--- config.mk ---
export PLATFORM = sky130hd
export DESIGN_NAME = icu_ctrl
export DESIGN_NICKNAME = d
export VERILOG_FILES = /design/src/icu_pkg.sv /design/src/icu_ext_sense.sv /design/src/icu_ctrl.sv
export SDC_FILE = /design/constraint.sdc
export NUM_CORES = 1
export LEC_CHECK = 0
export BUFFER_PORTS_ARGS = -buffer_cell sky130_fd_sc_hd__buf_4
export CAP_MARGIN = 10
export CORE_UTILIZATION = 28
export DETAILED_ROUTE_END_ITERATION = 6
export GPL_TIMING_DRIVEN = 0
export MAX_ROUTING_LAYER = met4
export PLACE_DENSITY = 0.56
export SYNTH_ARGS = -nofsm -noshare
export SYNTH_HDL_FRONTEND = slang
export SYNTH_HIERARCHICAL = 1
export SYNTH_SLANG_ARGS = --single-unit
--- constraint.sdc ---
create_clock -name clk -period 1.5 [get_ports clk]
set_input_delay 0.075 -clock clk [delete_from_list [all_inputs] [get_ports clk]]
set_output_delay 0.075 -clock clk [all_outputs]
set_load 0.02 [all_outputs]
--- src/icu_pkg.sv ---
// Purpose: shared constants for the interrupt control/status slice
// Assumes: 16-bit register port, word offsets
// Notes:   offsets are word indices on the plain register port
package icu_pkg;
  localparam int unsigned DATA_W            = 16;
  localparam int unsigned ADDR_W            = 6;
  localparam logic [5:0]  OFS_PENDING_FIVE  = 6'h16;
  localparam logic [5:0]  OFS_CONTROL       = 6'h1D;
  localparam logic [5:0]  OFS_EVT_STATUS    = 6'h20;
  localparam logic [5:0]  OFS_EVT_MASK      = 6'h21;
  // control register fields
  localparam int unsigned BIT_INT_ACTIVE    = 15;
  localparam int unsigned BIT_PRIO_HI       = 14;
  localparam int unsigned BIT_PRIO_LO       = 13;
  localparam int unsigned BIT_VEC_HI        = 12;
  localparam int unsigned BIT_VEC_LO        = 6;
  localparam int unsigned BIT_GLOBAL_BLOCK  = 5;
  localparam int unsigned BIT_RSVD_ONE      = 4;
  localparam int unsigned BIT_PIN_LEVEL     = 2;
  localparam int unsigned BIT_EDGE_SELECT   = 0;
  // pending bank five: bit 0 holds vector 81, the rest read one
  localparam int unsigned BIT_PEND_81       = 0;
  localparam logic [15:0] PEND5_RSVD_ONES   = 16'hFFFE;
  // reset values
  localparam logic [1:0]  RST_PRIO          = 2'h0;
  localparam logic [6:0]  RST_VEC           = 7'h00;
  localparam logic        RST_BLOCK         = 1'b0;
  localparam logic        RST_EDGE          = 1'b0;
  localparam logic [3:0]  RST_EVT           = 4'h0;
  // event bits
  localparam int unsigned EVT_TAKEN         = 0;
  localparam int unsigned EVT_EXT_REQ       = 1;
  localparam int unsigned EVT_PEND81        = 2;
  localparam int unsigned EVT_BLOCKED       = 3;
  localparam int unsigned EVT_W             = 4;
  // reset vector is held until this many edges after release
  localparam int unsigned RST_VEC_HOLD_EDGES = 2;
  typedef enum logic [2:0] {
    RV_HOLD  = 3'b001,
    RV_WAIT  = 3'b010,
    RV_DONE  = 3'b100
  } icu_rv_state_t;
endpackage : icu_pkg

--- src/icu_ext_sense.sv ---
// Purpose: external request pin sensing, level or falling edge
// Assumes: pin is synchronous to clk, active low
// Notes:   low-power mode forces level sensing
`timescale 1ns/10ps
module icu_ext_sense (
  input  wire logic clk,
  input  wire logic sys_rst,
  input  wire logic pin_n,
  input  wire logic edge_sel,
  input  wire logic low_power,
  input  wire logic ack,
  output logic      req_q
);
  logic pin_prev_q;

  always_ff @(posedge clk or posedge sys_rst) begin
    if (sys_rst) begin
      pin_prev_q <= 1'b1;
    end else begin
      pin_prev_q <= pin_n;
    end
  end

  // edge mode latches the fall until the core takes it
  always_ff @(posedge clk or posedge sys_rst) begin
    if (sys_rst) begin
      req_q <= 1'b0;
    end else if (!edge_sel || low_power) begin
      req_q <= ~pin_n;
    end else if (pin_prev_q && !pin_n) begin
      req_q <= 1'b1;
    end else if (ack) begin
      req_q <= 1'b0;
    end
  end
endmodule : icu_ext_sense

--- src/icu_ctrl.sv ---
// Purpose: control/status slice of the interrupt controller unit
// Assumes: register reads return data one cycle after the strobe
// Notes:   request/priority/vector arrive from the arbitration logic
//
// What this block does
// - pending bit for vector 81 reads 0 while pending and 1 otherwise.
// - the upper bits of pending bank five read one and ignore writes.
// - control bit 15 shows whether a request is driven to the core.
// - bits 14-13 capture the new priority level when the core enters a routine.
// - the captured priority encodes the lowest level still allowed to nest.
// - bits 12-6 capture vector address bits 7-1 when the core enters a routine.
// - control bit 5 set blocks every interrupt to the core; reset clears it.
// - control bit 4 reads one and ignores writes.
// - control bit 2 shows the level of the external request pin.
// - control bit 0 picks low-level (0) or falling-edge (1) pin sensing.
// - in stop or wait mode the pin is level sensed regardless of bit 0.
// - the reset vector is driven during reset and until the second edge after release.
// - after reset every register is at its default, block bit 5 clear, so peripheral sources reach the core.
`timescale 1ns/10ps
module icu_ctrl #(
  parameter int unsigned VEC_W = 7
) (
  input  wire logic        clk,
  input  wire logic        sys_rst,
  input  wire logic [5:0]  reg_addr,
  input  wire logic [15:0] reg_wdata,
  input  wire logic        reg_wr,
  input  wire logic        reg_rd,
  output logic [15:0]      reg_rdata_q,
  input  wire logic        ext_request_pin_n,
  input  wire logic        low_power_mode,
  input  wire logic        vec81_request,
  input  wire logic        arb_request,
  input  wire logic [1:0]  arb_priority,
  input  wire logic [6:0]  arb_vector,
  input  wire logic        core_ack,
  output logic             core_irq_q,
  output logic             ext_request_q,
  output logic             reset_vector_sel_q,
  output logic             irq_out_q
);
  if (VEC_W != 7) begin : g_vec_w_check
    $error("icu_ctrl: VEC_W must be 7");
  end

  logic [1:0]       taken_priority_level_q;
  logic [6:0]       taken_vector_number_q;
  logic             global_request_block_q;
  logic             ext_request_edge_select_q;
  logic             pin_level_q;
  logic             pend81_n_q;
  logic [3:0]       evt_status_q;
  logic [3:0]       evt_mask_q;
  logic [3:0]       evt_set;
  logic             ext_req;
  logic             irq_drive;
  icu_pkg::icu_rv_state_t rv_state_q;

  function automatic logic hit(input logic [5:0] a, input logic [5:0] ofs);
    hit = (a == ofs);
  endfunction : hit

  icu_ext_sense u_sense (
    .clk       (clk),
    .sys_rst   (sys_rst),
    .pin_n     (ext_request_pin_n),
    .edge_sel  (ext_request_edge_select_q),
    .low_power (low_power_mode),
    .ack       (core_ack),
    .req_q     (ext_req)
  );

  // block gates both peripheral sources and the external pin
  assign irq_drive = (arb_request || ext_req) && !global_request_block_q;

  always_ff @(posedge clk or posedge sys_rst) begin
    if (sys_rst) begin
      core_irq_q    <= 1'b0;
      ext_request_q <= 1'b0;
      pin_level_q   <= 1'b1;
      pend81_n_q    <= 1'b1;
    end else begin
      core_irq_q    <= irq_drive;
      ext_request_q <= ext_req && !global_request_block_q;
      pin_level_q   <= ext_request_pin_n;
      pend81_n_q    <= ~vec81_request;
    end
  end

  // captured fields move only on acknowledge, as one unit
  always_ff @(posedge clk or posedge sys_rst) begin
    if (sys_rst) begin
      taken_priority_level_q <= icu_pkg::RST_PRIO;
      taken_vector_number_q  <= icu_pkg::RST_VEC;
    end else if (core_ack) begin
      taken_priority_level_q <= arb_priority;
      taken_vector_number_q  <= arb_vector;
    end
  end

  always_ff @(posedge clk or posedge sys_rst) begin
    if (sys_rst) begin
      global_request_block_q    <= icu_pkg::RST_BLOCK;
      ext_request_edge_select_q <= icu_pkg::RST_EDGE;
    end else if (reg_wr && hit(reg_addr, icu_pkg::OFS_CONTROL)) begin
      global_request_block_q    <= reg_wdata[icu_pkg::BIT_GLOBAL_BLOCK];
      ext_request_edge_select_q <= reg_wdata[icu_pkg::BIT_EDGE_SELECT];
    end
  end

  // reset vector select held until the second edge after release
  always_ff @(posedge clk or posedge sys_rst) begin
    if (sys_rst) begin
      rv_state_q         <= icu_pkg::RV_HOLD;
      reset_vector_sel_q <= 1'b1;
    end else begin
      case (rv_state_q)
        icu_pkg::RV_HOLD: begin
          rv_state_q         <= icu_pkg::RV_WAIT;
          reset_vector_sel_q <= 1'b1;
        end
        icu_pkg::RV_WAIT: begin
          rv_state_q         <= icu_pkg::RV_DONE;
          reset_vector_sel_q <= 1'b0;
        end
        icu_pkg::RV_DONE: begin
          rv_state_q         <= icu_pkg::RV_DONE;
          reset_vector_sel_q <= 1'b0;
        end
        default: begin
          rv_state_q         <= icu_pkg::RV_DONE;
          reset_vector_sel_q <= 1'b0;
        end
      endcase
    end
  end

  // events: set beats write-one-to-clear
  always_comb begin
    evt_set = '0;
    evt_set[icu_pkg::EVT_TAKEN]   = core_ack;
    evt_set[icu_pkg::EVT_EXT_REQ] = ext_req;
    evt_set[icu_pkg::EVT_PEND81]  = vec81_request;
    evt_set[icu_pkg::EVT_BLOCKED] = (arb_request || ext_req) && global_request_block_q;
  end

  always_ff @(posedge clk or posedge sys_rst) begin
    if (sys_rst) begin
      evt_status_q <= icu_pkg::RST_EVT;
    end else if (reg_wr && hit(reg_addr, icu_pkg::OFS_EVT_STATUS)) begin
      evt_status_q <= (evt_status_q & ~reg_wdata[3:0]) | evt_set;
    end else begin
      evt_status_q <= evt_status_q | evt_set;
    end
  end

  always_ff @(posedge clk or posedge sys_rst) begin
    if (sys_rst) begin
      evt_mask_q <= icu_pkg::RST_EVT;
    end else if (reg_wr && hit(reg_addr, icu_pkg::OFS_EVT_MASK)) begin
      evt_mask_q <= reg_wdata[3:0];
    end
  end

  always_ff @(posedge clk or posedge sys_rst) begin
    if (sys_rst) begin
      irq_out_q <= 1'b0;
    end else begin
      irq_out_q <= |((evt_status_q | evt_set) & evt_mask_q);
    end
  end

  // read mux; unmapped addresses read zero
  always_ff @(posedge clk or posedge sys_rst) begin
    if (sys_rst) begin
      reg_rdata_q <= 16'h0000;
    end else if (reg_rd) begin
      case (reg_addr)
        icu_pkg::OFS_CONTROL: begin
          reg_rdata_q <= {core_irq_q, taken_priority_level_q, taken_vector_number_q,
                          global_request_block_q, 1'b1, 1'b0, pin_level_q, 1'b0,
                          ext_request_edge_select_q};
        end
        icu_pkg::OFS_PENDING_FIVE: begin
          reg_rdata_q <= icu_pkg::PEND5_RSVD_ONES | {15'h0000, pend81_n_q};
        end
        icu_pkg::OFS_EVT_STATUS: begin
          reg_rdata_q <= {12'h000, evt_status_q};
        end
        icu_pkg::OFS_EVT_MASK: begin
          reg_rdata_q <= {12'h000, evt_mask_q};
        end
        default: begin
          reg_rdata_q <= 16'h0000;
        end
      endcase
    end else begin
      reg_rdata_q <= 16'h0000;
    end
  end
endmodule : icu_ctrl

# Yosys cells after proc, flatten, opt, wreduce, memory -nomap -nowiden
# Index checks and enable logic that the tools add are counted.
dict set report op_classes {
  n_eq_ne 5
  mux 8
  bitwise_logic 7
  reduce_logical 14
}
# operator n
set ops {}
lappend ops {{case mux 16 bit (4 select lines)} 1}
lappend ops {{two-way mux 16 bit} 1}
lappend ops {{equality test 6 x 5 -> 1 bit (second input constant)} 2}
lappend ops {{equality test 6 bit (second input constant)} 2}
lappend ops {{AND 4 bit} 2}
lappend ops {{bitwise OR 4 bit} 2}
lappend ops {{logical AND 1 bit} 7}
lappend ops {{two-way mux 1 bit} 4}
lappend ops {{two-way mux 4 bit} 1}
lappend ops {{NOT 4 bit} 1}
lappend ops {{OR reduction 4 bit} 1}
lappend ops {{equality test 3 x 1 -> 1 bit (second input constant)} 1}
lappend ops {{zero test 1 bit} 3}
lappend ops {{two-way mux 3 bit} 1}
lappend ops {{nonzero test 3 bit} 1}
lappend ops {{logical OR 1 bit} 2}
lappend ops {{NOT 1 bit} 2}
dict set report word_totals {
  regBits 45
  input_bits 40
  out_inout_bits 20
  wordCells 49
}

# Depth between registers and ports, before layout
dict set report depth {
  depth_word 5
  mapped_depth 6
}

# Cells and area by module
# Netlist, hierarchy kept.
# mod n_inst cells_each area_per_inst_um2 seq_area_each_um2
set modules_own_cells {}
lappend modules_own_cells {icu_ctrl 1 139 1780.5 1106.1}
lappend modules_own_cells {icu_ext_sense 1 6 83.8 51.3}

# Least setup slack after synthesis
# OpenSTA, ideal clock, no wires.
dict set report synth_path {
  kind {input to register}
  startpoint {input reg_addr[1]}
  endpoint {register evt_mask_q[0]}
  setup_ns 0.125
  arrival_ns 0.980
  required_ns 1.375
  slack_ns 0.395
  cell_stages 3
  path_buffers 0
  cell_sequence {nor3b_4 > and4_4 > mux2_4}
}
dict set report synth_between {
  elab_chain_cells 2
}
# item line
set synth_lines {}
lappend synth_lines {{start, declared} icu_ctrl.sv:25} ;# input wire logic [5:0] reg_addr,
lappend synth_lines {{equality test 6 bit} icu_ctrl.sv:60} ;# hit = (a == ofs);
lappend synth_lines {{logical AND 1 bit} icu_ctrl.sv:160} ;# end else if (reg_wr && hit(reg_addr, icu_pkg::OFS_EVT_MASK)) begin
lappend synth_lines {{end signal, assigned} icu_ctrl.sv:159} ;# evt_mask_q <= icu_pkg::RST_EVT;
lappend synth_lines {{end signal, assigned} icu_ctrl.sv:161} ;# evt_mask_q <= reg_wdata[3:0];
lappend synth_lines {{end, declared} icu_ctrl.sv:53} ;# logic [3:0] evt_mask_q;
# Every way passes these cells.
# A chain may end at the register's enable or synchronous reset.

# Worst setup path in the final report
dict set report layout_path {
  startpoint {register rv_state_q[0]}
  endpoint {register rv_state_q[1]}
}
dict set report layout_between {
  elab_chain_cells 2
}
# item line
set layout_lines {}
lappend layout_lines {{start, declared} icu_ctrl.sv:57} ;# icu_pkg::icu_rv_state_t rv_state_q;
lappend layout_lines {{start signal, assigned} icu_ctrl.sv:114} ;# rv_state_q <= icu_pkg::RV_HOLD;
lappend layout_lines {{start signal, assigned} icu_ctrl.sv:119} ;# rv_state_q <= icu_pkg::RV_WAIT;
lappend layout_lines {{start signal, assigned} icu_ctrl.sv:123} ;# rv_state_q <= icu_pkg::RV_DONE;
lappend layout_lines {{equality test 3 x 1 -> 1 bit} icu_ctrl.sv:117} ;# case (rv_state_q)
lappend layout_lines {{two-way mux 3 bit} icu_ctrl.sv:117}
# Every way passes these cells.

==> qor.yml <==
status: "complete, no violations"
num_rows: 29
crit_fanout: 2
ys_seq_elements: 46
fin_util_pct: 39.9
startpoint_type: "flip-flop"
dp_slack_ns: 0.138
clock_latency_ns: 0.30
post_cts_buffers: 0
final_max_slew_viol_count: 0
dieHeight_um: 83.6
grt_pass1_wl_um: 6880
fmaxAchievable_mhz: 905
vdd_drop_max_mv: 0.436
wl_met3_um: 162
start_util_pct: 29.2
hold_class: "input pin to flip-flop"
syn_nets: 185
drt-total-wl_um: 4190
dieWidth_um: 83.6
p_seq_share_pct: 54.9
diodes: 0
first_iter_violations: 48
syn2layout_area_growth_pct: 36.7
clkPwrFrac_pct: 31.5
worstPathArrival_ns: 1.34
ctsHtreeMaxLevel: 2
slowest_delay_ns: 0.52
met2WireLength_um: 2030
avgViaCountPerCell: 4.61
portBuffers: 47
critPathCaptureType: "flip-flop"
p_int_mw: 1.88
ctsLongestPathBuffers: 2
yosysSeqAreaShare_pct: 62.1
place_congestion: 0.742
leakagePower_nw: 1.16
setup_viol: 0
grt_pass1_vias: 1365
cap_violations: 0
cts.clk_slew.worst_paths_ns: 0.09
multi_input_area_um2: 644
grt-ovfl-total: 0
power.switching_mw: 0.613
drive_above_1_share_pct: 43.7
register_area_um2: 1160
coreArea_um2: 6390
grt_usage_pct: 13.2
clk_root_buffer_cell: "clkbuf_8"
dieArea_um2: 6990
rsz0062_at_grt: "no"
drtPass1Iterations: 4
dr.max_layer_used: "met4"
antenna_found_initial: 0
postCtsHoldBufs: 11
skew_ns: 0.00625
drc: 0
grt_start_max_net_pins: 32
syn-mean-instance-area_um2: 12.9
postLayoutSetupSlackWorst_ns: 0.395
period_minus_slack_ns: 1.11
cts_resized: 0
cts_sinks: 46
vias: 1338
ys_warn_count: 6
cts_tree: "yes"
swShare_pct: 24.6
crit_chain: "or3b_2, inv_1"
synth.distinct_cells: 30
pwr-share-comb_pct: 13.6
final_hold_viol_count: 0
final_nets: 252
netlist_instances: 145
wire_per_inst_um: 14.5
wl_met1_um: 1920
crit_required_ns: 1.73
fin_setup_tns_ns: 0
power_density_nw_per_um2: 976
filler_cell_count: 628
drtAntennaViolNets: 0
dp_hpwl_um: 2970
syn_area_um2: 1860
fin_crit_sh_pct: 73.7
critPathSlowestCell: "dfstp_2"
ios: 60
numCtsBuffers: 5
criticalPathCategory: "flip-flop to flip-flop"
[cell usage after synthesis (all sizes together)]
cell type  count  area (µm²)
or3b           1        8.76
nand4          5        31.3
nand3         17        90.1
a22oi          1        7.51
a31oi          1        6.26
dfstp          5         131
a21o           4        30.0
nor2           4        17.5
nand4bb        1        11.3
o21ai          7        35.0
nor3b          3        43.8
and3b          3        26.3
a21oi         13        65.1
clkbuf         1        3.75
conb           1        3.75
nor2b          2        12.5
o21a           1        7.51
nand2          2        7.51
inv            5        18.8
and4           1        11.3
mux2          19         229
buf            7        40.0
dfrtp         41        1030
[critical path: cells and delay by family (launching register included)]
| family | cells | cell delay, ns |
|---|---|---|
| buffers and inverters | 1 | 0.09 |
| AND/OR/NAND/NOR | 1 | 0.45 |
| flip-flops | 1 | 0.52 |
[power by group through the flow]
stage | clock [mW] | sequential [mW] | combinational (mW)
2_1_floorplan | 0 | 1.40 | 0.154
3_3_place_gp | 0 | 1.39 | 0.307
3_5_place_dp | 0 | 1.39 | 0.317
4_1_cts | 0.820 | 1.37 | 0.341
5_1_grt | 0.869 | 1.38 | 0.368
6_report | 0.783 | 1.37 | 0.338
[flip-flops by register name, summed over array words and instances, names as in the netlist, 2 cells and up]
register,flops
evt_mask_q,4
evt_status_q,4
reg_rdata_q,16
rv_state_q,3
taken_priority_level_q,2
taken_vector_number_q,7
[routing by layer]
metal / up-vias / GRT usage [%]
met2: 29 / 21.0
met4: 0 / 5.08
met5: - / -
met3: 6 / 3.07
met1: 658 / 16.3
li1: 645 / -
[placed cells by master, fill, tap and decap left out, drive strengths merged]
cell,n
clkinvlp,1
or3b,1
o21ai,7
inv,5
dfstp,5
buf,55
a31oi,1
clkinv,1
a21o,4
dfrtp,41
dlygate4sd3,12
and3b,3
nand3,17
o21a,1
nand4bb,1
clkbuf,7
nand4,5
nor2b,2
mux2,19
and4,1
a21oi,13
nor3b,3
nor2,4
nand2,2
a22oi,1
conb,1
[metrics by stage]
step	cell area, µm²	total power, mW	hold slack (ns)	std cells
after global placement	2310	1.70	-0.0549	269
final	2550	2.49	0.00642	290
after detailed placement	2330	1.71	-0.0463	270
after CTS	2540	2.53	0.000688	289
after global routing	2550	2.61	0.000466	290
after floorplan	1860	1.55	-0.185	145
[area by class of cell]
class | instances | area share (%)
multi-input cells | 86 | 25.3
clock buffers | 6 | 3.24
inverters | 5 | 0.736
plain buffers | 8 | 1.72
clock inverters | 2 | 0.491
repair buffers | 60 | 19.3
well taps | 77 | 3.78
flip-flops and latches | 46 | 45.4
[kinds of logic after synthesis]
logic type | synth area share (%)
flops | 62.1
simple gates | 14.0
compound gates | 8.12
mux | 12.3
buf+inv | 3.36
other cells | 0.201
[worst paths after layout]
check	start	slack, ns	endpoint	depth (start not counted)
worst min register to register	rv_state_q[1]	0.46	rv_state_q[2]	1
max in group asynchronous	sys_rst	0.67	reset_vector_sel_q	4
worst min-delay path	reg_wdata[3]	0.006	evt_mask_q[3]	2
worst max register to register	rv_state_q[0]	0.39	rv_state_q[1]	2
min in group asynchronous	sys_rst	0.20	u_sense/req_q	3
worst max-delay path	rv_state_q[0]	0.39	rv_state_q[1]	2
Note: power is estimated with default switching activity, not from simulation.
